[src/rtl/tcs_regs.vh]
/*
 Register offsets, field positions, reset values and timing counts for the
 transmitter control supervisor. Assumes a 10 MHz system clock and byte
 addresses on an 8-bit register port with 32-bit data.
*/
`ifndef TCS_REGS_VH
`define TCS_REGS_VH

`define CLK_HZ 10000000
`define WD_TIMEOUT_MS 1000
`define WD_TIMEOUT_CYC (`CLK_HZ / 1000 * `WD_TIMEOUT_MS)
`define WD_PULSE_US 100
`define WD_PULSE_CYC (`CLK_HZ / 1000000 * `WD_PULSE_US)
`define POT_DIV_CYC 5

`define ADDR_CTRL 8'h00
`define ADDR_STATUS 8'h04
`define ADDR_CONFIG 8'h08
`define ADDR_LED 8'h0C
`define ADDR_TEST 8'h10
`define ADDR_DOUT 8'h14
`define ADDR_DIN 8'h18
`define ADDR_ASEL 8'h1C
`define ADDR_DEC 8'h20
`define ADDR_POT 8'h24

`define CTRL_STROBE 0
`define CTRL_SYS_TX 1
`define CTRL_DATA_TX 2

`define ST_SELF_TEST 0
`define ST_OP_SEL 1
`define ST_POT_BUSY 2
`define ST_CTRL_RST 3

`define CFG_MOD 0
`define CFG_MUTE 1
`define CFG_NO_IFP 2
`define CFG_NO_MOD 3
`define CFG_NO_UPC 4
`define CFG_EXT_SCR 5
`define CFG_INV_ILK 6
`define CFG_EXT_EXC 7

`define LED_OFF 2'h0
`define LED_RED 2'h1
`define LED_GREEN 2'h2
`define LED_AMBER 2'h3

`define DEC_EN 3
`define DEC_DISP_WR 4
`define POT_DEV 16
`define POT_BITS 5'h10

`define RST_LED 8'h00
`define RST_DOUT 8'hFF
`define RST_TEST 8'hFF
`define RST_ASEL 4'h0

`endif

[src/rtl/strobe_watchdog.v]
/*
 Strobe watchdog: pulses an expiry output when the strobe has not toggled
 within the timeout. Assumes strobe is synchronous to clock_i.
*/
`timescale 1ns/1ps
module strobe_watchdog #(
   parameter TIMEOUT_CYC = 10000000,
   parameter PULSE_CYC = 1000
) (
   input wire clock_i,
   input wire rst_b_i,
   input wire strobe_i,
   output reg expired_o
);
   reg strobe_reg;
   reg [23:0] idle_reg;
   reg [23:0] pulse_reg;
   wire toggled = strobe_i ^ strobe_reg;

   always @(posedge clock_i or negedge rst_b_i) begin
      if (!rst_b_i) begin
         strobe_reg <= 1'b0;
         idle_reg <= 24'h000000;
         pulse_reg <= 24'h000000;
         expired_o <= 1'b0;
      end else begin
         strobe_reg <= strobe_i;
         // any edge of the strobe restarts the one second window
         if (toggled || expired_o)
            idle_reg <= 24'h000000;
         else if (idle_reg == TIMEOUT_CYC[23:0] - 24'h000001) begin
            idle_reg <= 24'h000000;
            expired_o <= 1'b1;
            pulse_reg <= PULSE_CYC[23:0] - 24'h000001;
         end else
            idle_reg <= idle_reg + 24'h000001;
         if (expired_o) begin
            if (pulse_reg == 24'h000000)
               expired_o <= 1'b0;
            else
               pulse_reg <= pulse_reg - 24'h000001;
         end
      end
   end
endmodule

[src/rtl/transmitter_control_supervisor.v]
/*
 Supervisory logic of the transmitter control board: watchdog reset,
 programming-line routing, self-test detection, serial fan-out, remote and
 auxiliary discrete I/O, configuration decode, front-panel indicator latch,
 serial potentiometer driver and analog/decoder selects.
 Assumes all inputs are synchronous to clock_i and that firmware uses the
 register port below.
*/
// Added by the designer: the address map and the address-and-strobe port.
`timescale 1ns/1ps
`include "tcs_regs.vh"
module transmitter_control_supervisor #(
   parameter WD_TIMEOUT_CYC = `WD_TIMEOUT_CYC,
   parameter WD_PULSE_CYC = `WD_PULSE_CYC,
   parameter POT_DIV_CYC = `POT_DIV_CYC,
   parameter ASEL_W = 4
) (
   input wire clock_i,
   input wire rst_b_i,
   input wire [7:0] addr_i,
   input wire [31:0] wdata_i,
   input wire wr_i,
   input wire rd_i,
   output reg [31:0] rdata_o,
   input wire prog_reset_b_i,
   input wire prog_sck_i,
   input wire prog_mosi_i,
   output reg prog_miso_o,
   input wire ctrl_miso_i,
   output reg ctrl_sck_o,
   output reg ctrl_mosi_o,
   output reg ctrl_reset_b_o,
   output reg programming_indicator_o,
   input wire test_sense1_i,
   input wire test_sense2_i,
   output wire [7:0] test_result_indicators_b_o,
   input wire ctrl_sys_txd_i,
   output wire ctrl_sys_rxd_o,
   output reg sys_txd_o,
   output reg sys_tx_en_o,
   input wire sys_rxd_i,
   input wire ctrl_data_txd_i,
   output reg ctrl_data_rxd_o,
   input wire [2:0] data_rxd_i,
   output reg [2:0] data_txd_o,
   output reg data_tx_en_o,
   input wire operation_select_switch_i,
   input wire [3:0] amp_pwr_mon_i,
   input wire [3:0] exc_pwr_mon_i,
   output reg [3:0] sys_pwr_mon_o,
   output reg transmitter_mode_o,
   input wire [3:0] remote_in_i,
   output wire [3:0] remote_out_on_o,
   input wire [3:0] aux_i,
   output wire [3:0] aux_o,
   output wire [3:0] aux_oe_o,
   input wire [7:0] firmware_config_switch_i,
   output reg modulator_present_o,
   output reg interlock_mute_only_o,
   output reg if_proc_absent_o,
   output reg modulator_absent_o,
   output reg upconverter_absent_o,
   output reg extended_screens_o,
   output reg low_power_mute_en_o,
   output reg interlock_active_o,
   output wire [3:0] led_red_b_o,
   output wire [3:0] led_green_b_o,
   output reg pot_sdata_o,
   output reg pot_sclk_o,
   output reg [1:0] pot_en_b_o,
   output wire [ASEL_W-1:0] analog_sel_o,
   output reg [7:0] dec_sel_b_o,
   output reg display_write_o
);
   // one-hot states of the potentiometer shifter
   localparam [2:0] POT_IDLE = 3'b001;
   localparam [2:0] POT_SHIFT = 3'b010;
   localparam [2:0] POT_DONE = 3'b100;

   reg [2:0] ctrl_reg;
   reg [7:0] led_reg;
   reg [7:0] test_reg;
   reg [7:0] dout_reg;
   reg [ASEL_W-1:0] asel_reg;
   reg [4:0] dec_reg;
   reg [2:0] pot_state_reg;
   reg [2:0] pot_state_next;
   reg [15:0] pot_shift_reg;
   reg [4:0] pot_cnt_reg;
   reg [7:0] pot_div_reg;
   reg pot_dev_reg;
   reg [31:0] rd_next;
   wire wd_expired;
   wire in_reset;
   wire pot_tick;
   wire pot_start;
   wire self_test_start;
   wire [3:0] remote_logic;
   wire [3:0] aux_in_logic;

   // indicator control levels from a colour code, lines active low
   function [1:0] led_lines;
      input [1:0] code;
      begin
         led_lines[1] = ~(code == `LED_RED || code == `LED_AMBER);
         led_lines[0] = ~(code == `LED_GREEN || code == `LED_AMBER);
      end
   endfunction

   // one-hot active-low decode of a three-bit select
   function [7:0] dec_onehot_b;
      input [2:0] idx;
      input en;
      begin
         dec_onehot_b = ~({7'h00, en} << idx);
      end
   endfunction

   strobe_watchdog #(
      .TIMEOUT_CYC(WD_TIMEOUT_CYC),
      .PULSE_CYC(WD_PULSE_CYC)
   ) u_wd (
      .clock_i(clock_i),
      .rst_b_i(rst_b_i),
      .strobe_i(ctrl_reg[`CTRL_STROBE]),
      .expired_o(wd_expired)
   );

   assign in_reset = ~prog_reset_b_i | wd_expired;
   assign self_test_start = ~test_sense1_i & test_sense2_i;
   assign remote_logic = ~remote_in_i;
   // an aux line only reads as input while its driver is off
   assign aux_in_logic = ~aux_i & ~aux_oe_o;
   assign ctrl_sys_rxd_o = sys_rxd_i;
   assign pot_start = wr_i && addr_i == `ADDR_POT && pot_state_reg == POT_IDLE;
   assign pot_tick = pot_div_reg == 8'h00;

   // register writes
   always @(posedge clock_i or negedge rst_b_i) begin
      if (!rst_b_i) begin
         ctrl_reg <= 3'h0;
         led_reg <= `RST_LED;
         test_reg <= `RST_TEST;
         dout_reg <= `RST_DOUT;
         asel_reg <= `RST_ASEL;
         dec_reg <= 5'h00;
      end else if (wr_i) begin
         case (addr_i)
            `ADDR_CTRL: ctrl_reg <= wdata_i[2:0];
            `ADDR_LED: led_reg <= wdata_i[7:0];
            `ADDR_TEST: test_reg <= wdata_i[7:0];
            `ADDR_DOUT: dout_reg <= wdata_i[7:0];
            `ADDR_ASEL: asel_reg <= wdata_i[ASEL_W-1:0];
            `ADDR_DEC: dec_reg <= wdata_i[4:0];
            default: ;
         endcase
      end
   end

   // read mux; unmapped addresses read zero
   always @* begin
      rd_next = 32'h00000000;
      case (addr_i)
         `ADDR_CTRL: rd_next[2:0] = ctrl_reg;
         `ADDR_STATUS: begin
            rd_next[`ST_SELF_TEST] = self_test_start;
            rd_next[`ST_OP_SEL] = operation_select_switch_i;
            rd_next[`ST_POT_BUSY] = pot_state_reg != POT_IDLE;
            rd_next[`ST_CTRL_RST] = in_reset;
         end
         `ADDR_CONFIG: rd_next[7:0] = firmware_config_switch_i;
         `ADDR_LED: rd_next[7:0] = led_reg;
         `ADDR_TEST: rd_next[7:0] = test_reg;
         `ADDR_DOUT: rd_next[7:0] = dout_reg;
         `ADDR_DIN: rd_next[7:0] = {aux_in_logic, remote_logic};
         `ADDR_ASEL: rd_next[ASEL_W-1:0] = asel_reg;
         `ADDR_DEC: rd_next[4:0] = dec_reg;
         `ADDR_POT: rd_next[15:0] = pot_shift_reg;
         default: rd_next = 32'h00000000;
      endcase
   end

   always @(posedge clock_i or negedge rst_b_i) begin
      if (!rst_b_i)
         rdata_o <= 32'h00000000;
      else if (rd_i)
         rdata_o <= rd_next;
      else
         rdata_o <= 32'h00000000;
   end

   // controller reset and programming-line routing
   always @(posedge clock_i or negedge rst_b_i) begin
      if (!rst_b_i) begin
         ctrl_reset_b_o <= 1'b0;
         programming_indicator_o <= 1'b0;
         ctrl_sck_o <= 1'b0;
         ctrl_mosi_o <= 1'b0;
         prog_miso_o <= 1'b0;
      end else begin
         ctrl_reset_b_o <= ~in_reset;
         programming_indicator_o <= in_reset;
         // switch closed only while the controller is held in reset
         ctrl_sck_o <= in_reset & prog_sck_i;
         ctrl_mosi_o <= in_reset & prog_mosi_i;
         prog_miso_o <= in_reset & ctrl_miso_i;
      end
   end

   // serial ports
   always @(posedge clock_i or negedge rst_b_i) begin
      if (!rst_b_i) begin
         sys_txd_o <= 1'b1;
         sys_tx_en_o <= 1'b0;
         data_txd_o <= 3'h7;
         data_tx_en_o <= 1'b0;
         ctrl_data_rxd_o <= 1'b1;
      end else begin
         // the system bus is driven only while the CTRL_SYS_TX bit is set
         sys_txd_o <= ctrl_sys_txd_i;
         sys_tx_en_o <= ctrl_reg[`CTRL_SYS_TX];
         // data port drives only when firmware answers
         data_tx_en_o <= ctrl_reg[`CTRL_DATA_TX];
         data_txd_o <= {3{ctrl_data_txd_i}};
         // idle-high lines: a start bit on any channel passes
         ctrl_data_rxd_o <= &data_rxd_i;
      end
   end

   // operation select and configuration decode
   always @(posedge clock_i or negedge rst_b_i) begin
      if (!rst_b_i) begin
         transmitter_mode_o <= 1'b0;
         sys_pwr_mon_o <= 4'h0;
         modulator_present_o <= 1'b0;
         interlock_mute_only_o <= 1'b0;
         if_proc_absent_o <= 1'b0;
         modulator_absent_o <= 1'b0;
         upconverter_absent_o <= 1'b0;
         extended_screens_o <= 1'b0;
         low_power_mute_en_o <= 1'b1;
         interlock_active_o <= 1'b0;
      end else begin
         transmitter_mode_o <= operation_select_switch_i;
         sys_pwr_mon_o <= operation_select_switch_i ? amp_pwr_mon_i
            : exc_pwr_mon_i;
         modulator_present_o <= firmware_config_switch_i[`CFG_MOD];
         interlock_mute_only_o <= firmware_config_switch_i[`CFG_MUTE];
         // external exciter forces all three units absent
         if_proc_absent_o <= firmware_config_switch_i[`CFG_NO_IFP]
            | firmware_config_switch_i[`CFG_EXT_EXC];
         modulator_absent_o <= firmware_config_switch_i[`CFG_NO_MOD]
            | firmware_config_switch_i[`CFG_EXT_EXC];
         upconverter_absent_o <= firmware_config_switch_i[`CFG_NO_UPC]
            | firmware_config_switch_i[`CFG_EXT_EXC];
         extended_screens_o <= firmware_config_switch_i[`CFG_EXT_SCR];
         low_power_mute_en_o <= ~firmware_config_switch_i[`CFG_INV_ILK];
         interlock_active_o <= remote_logic[0]
            ^ firmware_config_switch_i[`CFG_INV_ILK];
      end
   end

   // discrete outputs: latch bit low turns the open-drain driver on
   assign remote_out_on_o = ~dout_reg[3:0];
   assign aux_oe_o = ~dout_reg[7:4];
   assign aux_o = 4'h0;
   assign test_result_indicators_b_o = test_reg;
   assign analog_sel_o = asel_reg;

   // indicator latch: four channels of red/green lines
   genvar g;
   generate
      for (g = 0; g < 4; g = g + 1) begin : led_ch
         wire [1:0] lines = led_lines(led_reg[2*g+1:2*g]);
         assign led_red_b_o[g] = lines[1];
         assign led_green_b_o[g] = lines[0];
      end
   endgenerate

   // decoder selects and display buffer direction
   always @(posedge clock_i or negedge rst_b_i) begin
      if (!rst_b_i) begin
         dec_sel_b_o <= 8'hFF;
         display_write_o <= 1'b0;
      end else begin
         dec_sel_b_o <= dec_onehot_b(dec_reg[2:0], dec_reg[`DEC_EN]);
         display_write_o <= dec_reg[`DEC_DISP_WR];
      end
   end

   // serial potentiometer bit-rate divider
   always @(posedge clock_i or negedge rst_b_i) begin
      if (!rst_b_i)
         pot_div_reg <= 8'h00;
      else if (pot_state_reg == POT_IDLE || pot_tick)
         pot_div_reg <= POT_DIV_CYC[7:0] - 8'h01;
      else
         pot_div_reg <= pot_div_reg - 8'h01;
   end

   always @* begin
      pot_state_next = pot_state_reg;
      case (pot_state_reg)
         POT_IDLE: if (pot_start) pot_state_next = POT_SHIFT;
         POT_SHIFT: if (pot_tick && pot_sclk_o && pot_cnt_reg == 5'h01)
            pot_state_next = POT_DONE;
         POT_DONE: if (pot_tick) pot_state_next = POT_IDLE;
         default: pot_state_next = POT_IDLE;
      endcase
   end

   // msb first; data changes on the falling clock, sampled on the rising
   always @(posedge clock_i or negedge rst_b_i) begin
      if (!rst_b_i) begin
         pot_state_reg <= POT_IDLE;
         pot_shift_reg <= 16'h0000;
         pot_cnt_reg <= 5'h00;
         pot_dev_reg <= 1'b0;
         pot_sdata_o <= 1'b0;
         pot_sclk_o <= 1'b0;
         pot_en_b_o <= 2'h3;
      end else begin
         pot_state_reg <= pot_state_next;
         case (pot_state_reg)
            POT_IDLE: begin
               pot_sclk_o <= 1'b0;
               pot_en_b_o <= 2'h3;
               if (pot_start) begin
                  pot_shift_reg <= {wdata_i[14:0], 1'b0};
                  pot_sdata_o <= wdata_i[15];
                  pot_cnt_reg <= `POT_BITS;
                  pot_dev_reg <= wdata_i[`POT_DEV];
                  pot_en_b_o <= wdata_i[`POT_DEV] ? 2'h1 : 2'h2;
               end
            end
            POT_SHIFT: if (pot_tick) begin
               pot_sclk_o <= ~pot_sclk_o;
               if (pot_sclk_o) begin
                  pot_sdata_o <= pot_shift_reg[15];
                  pot_shift_reg <= {pot_shift_reg[14:0], 1'b0};
                  pot_cnt_reg <= pot_cnt_reg - 5'h01;
               end
            end
            POT_DONE: if (pot_tick) pot_en_b_o <= 2'h3;
            default: pot_en_b_o <= 2'h3;
         endcase
      end
   end
endmodule

[config.mk]
export PLATFORM = sky130hd
export DESIGN_NAME = transmitter_control_supervisor
export DESIGN_NICKNAME = d
export VERILOG_FILES = /design/src/rtl/strobe_watchdog.v /design/src/rtl/transmitter_control_supervisor.v
export VERILOG_INCLUDE_DIRS = /design/src /design/src/rtl
export SDC_FILE = /design/constraint.sdc
export NUM_CORES = 1
export LEC_CHECK = 0
export ABC_CLOCK_PERIOD_IN_PS = 3790
export BUFFER_PORTS_ARGS = -buffer_cell sky130_fd_sc_hd__buf_2
export CORE_UTILIZATION = 54
export DETAILED_ROUTE_END_ITERATION = 7
export HOLD_SLACK_MARGIN = 0.08
export MAX_ROUTING_LAYER = met4
export PLACE_DENSITY_LB_ADDON = 0.15
export SYNTH_ARGS = -nofsm -noshare
export SYNTH_HDL_FRONTEND = slang
export SYNTH_SLANG_ARGS = --single-unit
[constraint.sdc]
create_clock -name clock_i -period 3.79 [get_ports clock_i]
set_input_delay 0.758 -clock clock_i [delete_from_list [all_inputs] [get_ports clock_i]]
set_output_delay 0.758 -clock clock_i [all_outputs]
set_load 0.03 [all_outputs]
=== Word-level counts from Yosys, hierarchy flattened ===
Index checks and enable logic that the tools add are counted.

* Bits in registers: 186
* Word-level logic and storage cells: 177

* $add $sub $neg: 4
* Eq/ne operators: 32
* Shift operators: 1
* Multiplexer cells: 40
* Bitwise gates (word level): 31
* Reductions and logical operators: 29

{| class="wikitable"
|+ Operator list
! cell !! count
|-
| two-way mux 24 bit || 6
|-
| two-way mux 16 bit || 4
|-
| equality test 8 x 5 -> 1 bit, second input constant || 4
|-
| case mux 16 bit (2 select lines) || 1
|-
| case mux 3 bit (10 select lines) || 1
|-
| adder 24 x 1 -> 24 bit, second input constant || 1
|-
| equality test 24 bit, second input constant || 1
|-
| logical NOT 24 bit || 1
|-
| subtractor 24 x 1 -> 24 bit, second input constant || 1
|-
| NOT 4 bit || 5
|-
| case mux 3 bit (6 select lines) || 1
|-
| equality test 2 bit, second input constant || 8
|-
| equality test 8 x 4 -> 1 bit, second input constant || 2
|-
| equality test 8 x 6 -> 1 bit, second input constant || 2
|-
| logical NOT 8 bit || 2
|-
| two-way mux 8 bit || 2
|-
| AND reduction 2 bit || 8
|-
| two-way mux 5 bit || 3
|-
| NOT 1 bit || 14
|-
| logical OR 1 bit || 10
|-
| inequality test 2 bit, second input constant || 5
|-
| case mux 5 bit (2 select lines) || 1
|-
| two-way mux 3 bit || 3
|-
| case mux 1 bit (9 select lines) || 1
|-
| other kinds (26) || 50
|}

=== Longest topological paths before layout ===
Gate-level depths: netlist of the first run.

* Depth in word-level cells: 5
* Gate-level depth with buffers: 8
* Mapped depth without buffers: 7

=== Cells and area by module ===
Synthesis of the first run repeated with hierarchy kept, for this count alone.

* Cell total of the unflattened synthesis: 763
* Area, all modules: 8225.4 um^2

{| class="wikitable"
|+ Modules (own cells, without submodules)
! module !! times used !! cells an instance !! area each (um^2) !! seq. area each (um^2)
|-
| transmitter_control_supervisor || 1 || 497 || 5635.4 || 3016.6
|-
| strobe_watchdog || 1 || 266 || 2590.0 || 1251.2
|}

=== Worst setup path after synthesis of the first run ===
Ideal clock, no wire load.

* Kind: input -> register
* Start: input addr_i[5]
* End: register pot_shift_reg[3]
* Data arrival time: 2651 ps
* Data required time: 3655 ps
* Slack: 1004 ps
* Stages on the path: 8
* Path buffers: 3
* Path through: clkbuf_1 -> nor4b_1 -> and4_1 -> clkbuf_1 -> a31oi_1 -> clkbuf_1 -> nand2_1 -> o21ai_0

* Cells in the longest elaborated chain, start to end: 5

{| class="wikitable"
|+ Ends and longest elaborated chain
! element !! line !! RTL
|-
| start, declared || transmitter_control_supervisor.v:20 || <nowiki>input wire [7:0] addr_i,</nowiki>
|-
| equality test 8 x 6 -> 1 bit || n/a ||
|-
| logical AND 1 bit (no line) || n/a ||
|-
| logical AND 1 bit || transmitter_control_supervisor.v:135 || <nowiki>assign pot_start = wr_i && addr_i == `ADDR_POT && pot_state_reg == POT_IDLE;</nowiki>
|-
| inequality test 2 bit (no line) || n/a ||
|-
| AND reduction 4 bit (no line) || n/a ||
|-
| end signal, assigned || transmitter_control_supervisor.v:329 || <nowiki>pot_shift_reg <= {wdata_i[14:0], 1'b0};</nowiki>
|-
| end signal, assigned || transmitter_control_supervisor.v:340 || <nowiki>pot_shift_reg <= {pot_shift_reg[14:0], 1'b0};</nowiki>
|-
| end, declared || transmitter_control_supervisor.v:88 || <nowiki>reg [15:0] pot_shift_reg;</nowiki>
|}

Every way passes these cells.
A chain may end at the register's enable or synchronous reset.

=== Worst setup path after layout of the first run ===
* Start: register u_wd.pulse_reg[6]
* End: register u_wd.pulse_reg[7]

* Cells in the longest elaborated chain, start to end: 3

{| class="wikitable"
|+ Ends and longest elaborated chain
! element !! line !! RTL
|-
| start, declared || strobe_watchdog.v:17 || <nowiki>reg [23:0] pulse_reg;</nowiki>
|-
| start signal, assigned || strobe_watchdog.v:34 || <nowiki>pulse_reg <= PULSE_CYC[23:0] - 24'h000001;</nowiki>
|-
| start signal, assigned || strobe_watchdog.v:41 || <nowiki>pulse_reg <= pulse_reg - 24'h000001;</nowiki>
|-
| subtractor 24 x 1 -> 24 bit / logical NOT 24 bit (equally long branches) || strobe_watchdog.v:41, strobe_watchdog.v:38 ||
|-
| two-way mux 24 bit (*) || strobe_watchdog.v:38 || <nowiki>if (pulse_reg == 24'h000000)</nowiki>
|-
| two-way mux 24 bit (*) || strobe_watchdog.v:37 || <nowiki>if (expired_o) begin</nowiki>
|}

Every way passes the cells marked *; elsewhere a longest branch is shown, timed or not.

==> impl_metrics.json, run 1 <==
{
  "fmax_mhz": 351,
  "start_util_pct": 56.1,
  "drc": 0,
  "p_sw_share_pct": 25.5,
  "r2r_slack_ps": 940,
  "hold_buffers": 0,
  "synth_edf_count": 0,
  "groute.usage.overall_pct": 26.5,
  "slowest_delay_ps": 700,
  "crit_fanout": 10,
  "layout_common_cells": "145 x buf_2, 138 x dfrtp_1, 63 x nor2_1",
  "syn2layout_area_growth_pct": 17.7,
  "cp_cell_sequence": "or4_1, or4_1, o31ai_2, buf_4, or3_1, o221a_2",
  "grt_pass1_vias": 5996,
  "gp_congestion": 0.926,
  "postCtsSetupBuffers": 0,
  "cts-root-buf": "clkbuf_16",
  "tightest_slew_ps": 932,
  "clk-insertion-delay-late_ps": 420,
  "wire_per_inst_um": 17.4,
  "vias": 6064,
  "hold_viol": 0,
  "maxSlewHeadroom_pct": 37.4,
  "rsz0062_at_grt": "false",
  "worstPathRequired_ps": 4150,
  "die-area_um2": 15100,
  "min_path_type": "in -> async",
  "avgSynthCellArea_um2": 10.8,
  "die_h_um": 123,
  "grt.overflow.total": 0,
  "vias_per_cell": 5.72,
  "dr.pass1.iters": 6,
  "async_flop_share_pct": 100,
  "hpwl_um": 13000,
  "skew_ps": 10.8,
  "ir_drop_uv": 364,
  "dp_worst_setup_slack_ps": 935,
  "cts_tree": "done",
  "mostFrequentLayoutCell": "buf_2",
  "grt_pass1_wl_um": 29700,
  "cap_viol_max_count": 0,
  "synth_flop_cell": "dfrtp_1",
  "synth_area_um2": 7870,
  "ant_nets": 0,
  "intPower_uw": 2970,
  "setup_viol": 0,
  "yosysSeqAreaShare_pct": 54.2,
  "clockPowerShare_pct": 41.6,
  "min_period_over_period_pct": 75.2,
  "setup_tns_ps": 0,
  "cts_max_path_buffers": 2,
  "yosys_warnings": 0,
  "startpoint_type": "register",
  "synth-seq-cells": 169,
  "report.final.slew_viol_count": 0,
  "fin_nets": 954,
  "status": "finished, final reports clean",
  "worstPathArrival_ps": 3210,
  "switchingPower_uw": 1020,
  "row_count": 43,
  "fin_crit_ps": 2850,
  "placed_area_um2": 8700,
  "die_x_um": 123,
  "core-area_um2": 14000,
  "combPwrFrac_pct": 9.3,
  "drt-total-wl_um": 18500,
  "critPathSlowestCell": "o31ai_2",
  "antenna_found_initial": 1,
  "pwr-share-seq_pct": 49.0,
  "power_density_nw_per_um2": 431,
  "p_leak_uw": 0.00446,
  "io_buffers": 146,
  "clock_sinks": 169,
  "cts-htree-levels": 4,
  "netlist_instances": 726,
  "io_pins": 184,
  "clk_pin_slew_worst_paths_ps": 60,
  "endpoint_kind": "register",
  "synth.distinct_cells": 63,
  "post_cts_resized": 0,
  "cts_buffers": 17,
  "drive_gt1_share_pct": 31.3,
  "drt_iter0_drc": 526,
  "path_class": "reg -> reg",
  "grt_max_degree": 81,
  "setup_slack_ps": 941,
  "final_area_um2": 9270,
  "crit_top_cell": "or4_1"
}
-- power groups by stage --
stage	combinational [uW]	sequential (uW)	clock [uW]
floorplan	200	2020	0
global placement	362	1980	0
detailed placement	374	1990	0
CTS	376	1960	1690
global route	410	1970	1760
finish	372	1960	1660
-- cells by family (layout without fill, tap and decap cells) --
| logic type | after synthesis | in the layout | share of synthesized area (%) |
|---|---|---|---|
| AND/OR/NAND/NOR | 268 | 268 | 17.8 |
| flip-flops | 169 | 169 | 54.2 |
| AO/OA/AOI/OAI | 93 | 93 | 8.47 |
| buffers and inverters | 88 | 222 | 5.50 |
| multiplexers | 67 | 67 | 9.15 |
| XOR/XNOR | 33 | 33 | 3.67 |
| adder cells (fa/ha/maj) | 7 | 7 | 1.11 |
| other | 1 | 21 | 0.0476 |
-- layout make-up --
cell class                 count  area, um2
sequential                   169       4270
fill                        1102       4770
antenna                        1       2.50
multi-input combinational    488       3250
inverter                      33        124
tap                          180        225
clock buffer                  23        478
timing repair buffer         157        832
clock inverter                 9       90.1
-- final timing paths --
path,from,to,cells past startpoint
worst max-delay path,u_wd.pulse_reg[6]$_DFF_PN0_,u_wd.pulse_reg[7]$_DFF_PN0_,6
worst min-delay path,rst_b_i,rdata_o[10]$_DFF_PN0_,1
worst max register to register,u_wd.pulse_reg[6]$_DFF_PN0_,u_wd.pulse_reg[7]$_DFF_PN0_,6
worst min register to register,dec_reg[4]$_DFFE_PN0P_,display_write_o$_DFF_PN0_,0
max in group asynchronous,rst_b_i,dout_reg[0]$_DFFE_PN1P_,2
min in group clock_i,dec_reg[4]$_DFFE_PN0P_,display_write_o$_DFF_PN0_,0
-- critical path: cells and delay by family, from the launching register on --
kind            cells  cell delay, ps
compound gates      2             870
buf+inv             1             280
flops               1             400
simple gates        3            1250
-- routing by layer --
metal	part of all wire, %	track usage, %
met3	5.9	6.64
met2	49	42.2
met4	2.1	8.77
met5	0	-
met1	43	32.9
-- stage by stage --
step,cells,hold WS [ps],power (uW),util (%)
finish,1060,286,3990,66.0
global route,1060,304,4140,66.0
CTS,1059,288,4020,66.0
detailed placement,1027,388,2360,61.9
global placement,1027,402,2340,61.9
floorplan,745,369,2220,-
-- synth_stat cells (all sizes together), types with 9 or more instances --
cell type,number,area (um2)
dfrtp,138,3450
nor2,63,236
nand2,57,214
mux2,40,450
nand3,35,175
inv,33,124
dfstp,31,815
clkbuf,28,105
o21ai,28,140
buf,27,204
mux2i,27,270
xor2,21,184
and3,17,106
nor3,16,80.1
nor4,14,87.6
xnor2,12,105
nand4,10,62.6
a31oi,9,56.3
(Power assumes the default switching activity.)
==> inputs of run 2 (changes only) <==
--- a/config.mk
+++ b/config.mk
@@ -6,7 +6,7 @@
 export SDC_FILE = /design/constraint.sdc
 export NUM_CORES = 1
 export LEC_CHECK = 0
-export ABC_CLOCK_PERIOD_IN_PS = 3790
+export ABC_CLOCK_PERIOD_IN_PS = 2900
 export BUFFER_PORTS_ARGS = -buffer_cell sky130_fd_sc_hd__buf_2
 export CORE_UTILIZATION = 54
 export DETAILED_ROUTE_END_ITERATION = 7
==> constraint.sdc (replaced) <==
create_clock -name clock_i -period 2.9 [get_ports clock_i]
set_input_delay 0.58 -clock clock_i [delete_from_list [all_inputs] [get_ports clock_i]]
set_output_delay 0.58 -clock clock_i [all_outputs]
set_load 0.03 [all_outputs]
==> run 2 against run 1 <==
Net effect:
- power rose by 35%
- sequential power rose by 31%
- worst setup slack got worse by 680 ps
- wire length shrank 0.36%
- critical path depth unchanged
- clock power increased by 40%
- clock skew is 1.8 ps lower
- critical endpoint unchanged
==> impl_metrics.json, run 2 (same netlist as run 1, synthesis figures left out) <==
{
  "status": "finished, final reports clean",
  "die_h_um": 123,
  "grt_max_degree": 76,
  "fin_nets": 963,
  "path_class": "reg -> reg",
  "cts_buffers": 17,
  "vias_per_cell": 5.71,
  "clk_pin_slew_worst_paths_ps": 60,
  "combPwrFrac_pct": 9.1,
  "grt_pass1_wl_um": 29100,
  "clockPowerShare_pct": 43.3,
  "setup_viol": 0,
  "post_cts_resized": 0,
  "report.final.slew_viol_count": 0,
  "final_area_um2": 9380,
  "crit_fanout": 7,
  "skew_ps": 9.00,
  "p_leak_uw": 0.00454,
  "worstPathRequired_ps": 3210,
  "power_density_nw_per_um2": 574,
  "postCtsSetupBuffers": 0,
  "dr.pass1.iters": 5,
  "drt_iter0_drc": 511,
  "intPower_uw": 4060,
  "min_period_over_period_pct": 91.1,
  "die_x_um": 123,
  "endpoint_kind": "register",
  "fin_crit_ps": 2640,
  "fmax_mhz": 378,
  "fillCellCount": 1105,
  "io_pins": 184,
  "drt-total-wl_um": 18400,
  "switchingPower_uw": 1330,
  "maxSlewHeadroom_pct": 35.8,
  "setup_tns_ps": 0,
  "mostFrequentLayoutCell": "buf_2",
  "gp_congestion": 0.884,
  "hpwl_um": 13400,
  "cap_viol_max_count": 0,
  "grt_pass1_vias": 5917,
  "placed_area_um2": 8770,
  "layout_common_cells": "145 x buf_2, 138 x dfrtp_1, 63 x nor2_1",
  "wire_per_inst_um": 17.2,
  "die-area_um2": 15100,
  "ant_nets": 0,
  "worstPathArrival_ps": 2950,
  "pwr-share-seq_pct": 47.6,
  "core-area_um2": 14000,
  "p_sw_share_pct": 24.7,
  "hold_buffers": 0,
  "tightest_slew_ps": 956,
  "clk-insertion-delay-late_ps": 430,
  "clock_sinks": 169,
  "rsz0062_at_grt": "false",
  "groute.usage.overall_pct": 26.2,
  "ir_drop_uv": 454,
  "cts-htree-levels": 4,
  "hold_viol": 0,
  "vias": 6101,
  "antenna_found_initial": 0,
  "cts-root-buf": "clkbuf_16",
  "row_count": 43,
  "start_util_pct": 56.1,
  "cts_max_path_buffers": 2,
  "cts_tree": "done",
  "timing.hold.ws_ps": 155,
  "min_path_type": "in -> async",
  "syn2layout_area_growth_pct": 19.2,
  "io_buffers": 146,
  "drc": 0,
  "drive_gt1_share_pct": 32.2,
  "grt.overflow.total": 0,
  "startpoint_type": "register"
}
[run 2: power groups by stage]
| stage | clock (uW) | combinational [uW] | sequential [uW] |
|---|---|---|---|
| global placement | 0 | 476 | 2590 |
| floorplan | 0 | 261 | 2640 |
| global route | 2470 | 543 | 2570 |
| detailed placement | 0 | 495 | 2600 |
| CTS | 2370 | 498 | 2560 |
| finish | 2330 | 492 | 2560 |
[run 2: cell type report]
type	count	area [um2]	share of cell area (%)
clock inverter	11	144	1.53
sequential	169	4270	45.5
clock buffer	21	470	5.01
tap	180	225	2.40
timing repair buffer	166	900	9.59
antenna	1	2.50	0.0267
inverter	33	124	1.32
multi-input combinational	488	3250	34.6
[run 2: worst max-delay path, cell delays in order (launching register included)]
cell and delay [ps]:
dfrtp_1 410, or4_1 590, or4_1 550, o31a_1 380, nor2_1 210, inv_1 120, o221a_2 280
[run 2: per-layer routing]
metal	track usage [%]	part of all wire [%]	up-vias
met4	10.3	2.0	0
met5	-	0	-
li1	-	-	2849
met3	5.11	5.4	32
met1	33.3	43	3004
met2	41.5	50	216
[run 2: per-stage QoR]
stage / cells / power (uW) / setup WS [ps] / utilization [%]
floorplan: 745 / 2900 / 292 / -
global placement: 1036 / 3070 / 313 / 62.4
detailed placement: 1036 / 3090 / 287 / 62.4
CTS: 1068 / 5430 / 267 / 66.8
global route: 1068 / 5580 / 121 / 66.8
finish: 1069 / 5390 / 257 / 66.8
[run 2: path summary, 6_finish.rpt]
path                            cells past startpoint                                   endpoint                   startpoint  slack, ps
worst max-delay path                                6                u_wd.pulse_reg[7]$_DFF_PN0_  u_wd.pulse_reg[6]$_DFF_PN0_        260
worst min-delay path                                1                u_wd.idle_reg[11]$_DFF_PN0_                      rst_b_i        160
worst max register to register                      6                u_wd.pulse_reg[7]$_DFF_PN0_  u_wd.pulse_reg[6]$_DFF_PN0_        260
worst min register to register                      0                     data_tx_en_o$_DFF_PN0_      ctrl_reg[2]$_DFFE_PN0P_        430
max in group asynchronous                           2  test_result_indicators_b_o[4]$_DFFE_PN1P_                      rst_b_i       1940
min in group clock_i                                1                        sys_txd_o$_DFF_PN1_               ctrl_sys_txd_i        250
==> inputs of run 3 (changes only) <==
--- a/config.mk
+++ b/config.mk
@@ -7,9 +7,9 @@
 export NUM_CORES = 1
 export LEC_CHECK = 0
 export ABC_CLOCK_PERIOD_IN_PS = 2900
-export BUFFER_PORTS_ARGS = -buffer_cell sky130_fd_sc_hd__buf_2
 export CORE_UTILIZATION = 54
 export DETAILED_ROUTE_END_ITERATION = 7
+export DONT_BUFFER_PORTS = 1
 export HOLD_SLACK_MARGIN = 0.08
 export MAX_ROUTING_LAYER = met4
 export PLACE_DENSITY_LB_ADDON = 0.15
==> run 3 against run 2 <==
Net effect:
- the run now ends with negative hold slack left
- critical path depth unchanged
- via count down 9.8%
- cell area is 9.0% lower
- worst setup slack improved by 1.1 ps
- combinational power shrank 49%
- wire length is 6.0% lower
- first-iteration DRC count is 21% lower
- non-clock buffer count fell by 153
- sequential share of layout area grew 4.5 points
- worst hold slack lost 310 ps
- critical path type unchanged
==> impl_metrics.json, run 3 (same netlist as run 1, synthesis figures left out) <==
{
  "vias_per_cell": 6.01,
  "ant_nets": 0,
  "drive_gt1_share_pct": 18.4,
  "clk-insertion-delay-late_ps": 430,
  "hold_viol": 138,
  "worstPathRequired_ps": 3220,
  "cp_top_family": "simple AND/OR/NAND/NOR gates",
  "r2r-end": "u_wd.pulse_reg[7]$_DFF_PN0_",
  "cts_tree": "done",
  "endpoint_kind": "register",
  "tightest_slew_ps": 1160,
  "antenna_found_initial": 0,
  "crit_fanout": 7,
  "groute.usage.overall_pct": 25.2,
  "io_pins": 184,
  "setup_viol": 0,
  "vias": 5503,
  "worstPathArrival_ps": 2960,
  "cts_max_path_buffers": 2,
  "cts_buffers": 17,
  "dr.pass1.iters": 5,
  "ir_drop_uv": 422,
  "syn2layout_area_growth_pct": 8.44,
  "critPathSlowestCell": "or4_1",
  "startpoint_type": "register",
  "wire_per_inst_um": 18.9,
  "crit_buf_inv": 1,
  "min_period_over_period_pct": 91.1,
  "slowest_delay_ps": 590,
  "drc": 0,
  "mostFrequentLayoutCell": "dfrtp_1",
  "cp-endpoint": "u_wd.pulse_reg[7]$_DFF_PN0_",
  "grt-busiest-layer": "met2",
  "hpwl_um": 12200,
  "cts-root-buf": "clkbuf_16",
  "critical_path_depth": 6,
  "postCtsSetupBuffers": 0,
  "io_buffers": 0,
  "layout_common_cells": "138 x dfrtp_1, 63 x nor2_1, 57 x nand2_1",
  "core-area_um2": 14000,
  "fin_nets": 810,
  "min_path_type": "in -> async",
  "die_x_um": 123,
  "fmax_mhz": 379,
  "fin_crit_ps": 2640,
  "p_leak_uw": 0.00388,
  "crit_top_cell": "or4_1",
  "status": "complete, but fails checks",
  "grt_pass1_vias": 5419,
  "grtUsageMet1_pct": 30.8,
  "row_count": 43,
  "dp_worst_setup_slack_ps": 260,
  "dp_cells": 883,
  "grt.overflow.total": 0,
  "grt_pass1_wl_um": 27800,
  "path_class": "reg -> reg",
  "rsz0062_at_grt": "false",
  "die-area_um2": 15100,
  "layout.cells.non_filler": 915,
  "r2r_slack_ps": 260,
  "drt_iter0_drc": 406,
  "start_util_pct": 56.1,
  "global_route.usage.met2_pct": 40.0,
  "setup_tns_ps": 0,
  "setup_slack_ps": 259,
  "violations": "negative hold slack",
  "clk_pin_slew_worst_paths_ps": 60,
  "antennaDiodeCount": 0,
  "grt_max_degree": 170,
  "ff2ff_path_depth": 6,
  "report.final.slew_viol_count": 0,
  "cts-htree-levels": 4,
  "clock_sinks": 169,
  "maxSlewHeadroom_pct": 22.5,
  "gp_congestion": 0.892,
  "timing.hold.ws_ps": -150,
  "cp_cell_sequence": "or4_1, or4_1, o31a_1, nor2_1, inv_1, o221a_2",
  "power_density_nw_per_um2": 590,
  "finish.utilization_pct": 60.8,
  "fillCellCount": 1141,
  "die_h_um": 123,
  "drt-total-wl_um": 17300,
  "setup.worst_path.start": "u_wd.pulse_reg[6]$_DFF_PN0_",
  "grt.met3_usage_pct": 7.71,
  "cap_viol_max_count": 0,
  "skew_ps": 6.88,
  "rr_startpoint": "u_wd.pulse_reg[6]$_DFF_PN0_"
}
run 3: cell count changes in the layout (fill, tap and decap cells not counted):
cell / previous run / this run
buf_2: 145 / 0
buf_4: 19 / 13
clkbuf_8: 3 / 0
clkinv_4: 2 / 5
inv_6: 1 / 4
bufinv_16: 3 / 1
clkinv_2: 4 / 2
clkinvlp_4: 1 / 3
buf_12: 1 / 0
buf_6: 1 / 0
clkbuf_1: 1 / 0
diode_2: 1 / 0
nor4b_1: 6 / 5
nor4b_2: 0 / 1
run 3: what timing repair did:
item / 4_1_cts / 5_1_grt
hold endpoints to repair: 169 / 169
resized for setup: 0 / 0
endpoints found under the setup margin: 0 / 0
run 3: through the flow:
| stage | instance area, um2 | hold slack [ps] | power, uW |
|---|---|---|---|
| 2_1_floorplan | 7940 | 284 | 2900 |
| 3_3_place_gp | 7970 | 293 | 2910 |
| 3_5_place_dp | 7970 | 294 | 2920 |
| 4_1_cts | 8540 | -164 | 5080 |
| 5_1_grt | 8540 | -173 | 5220 |
| 6_report | 8540 | -150 | 5040 |
run 3: area by class of cell:
cell class	count	area [um2]	area share (%)
repair buffers	13	97.6	1.14
well taps	180	225	2.64
flip-flops and latches	169	4270	50.0
multi-input cells	488	3260	38.1
clock buffers	17	425	4.98
inverters	33	124	1.45
clock inverters	15	141	1.66
run 3: worst reg2reg max path, cell delays in order (launching register included):
cell     delay, ps
dfrtp_1        410
or4_1          590
or4_1          540
o31a_1         380
nor2_1         230
inv_1          110
o221a_2        270
run 3: per-layer routing:
metal,part of all wire (%),vias to the layer above
met5,0,-
met4,1.6,0
met3,6.8,22
met2,49,193
met1,42,2748
li1,-,2540
run 3: worst min path at each step:
stage / from / cells after the start / to
after floorplan: rst_b_i / 0 / analog_sel_o[0]$_DFFE_PN0P_
after global placement: rst_b_i / 0 / u_wd.idle_reg[12]$_DFF_PN0_
after detailed placement: rst_b_i / 0 / u_wd.idle_reg[12]$_DFF_PN0_
after CTS: rst_b_i / 0 / u_wd.idle_reg[6]$_DFF_PN0_
after global routing: rst_b_i / 0 / u_wd.idle_reg[12]$_DFF_PN0_
final: rst_b_i / 0 / rdata_o[13]$_DFF_PN0_
run 3: where the power goes:
group          switching (uW)  leakage (uW)  total, uW  internal (uW)
combinational             149       0.00144        252            102
clock                     965      0.000271       2160           1190
sequential                155       0.00217       2630           2470
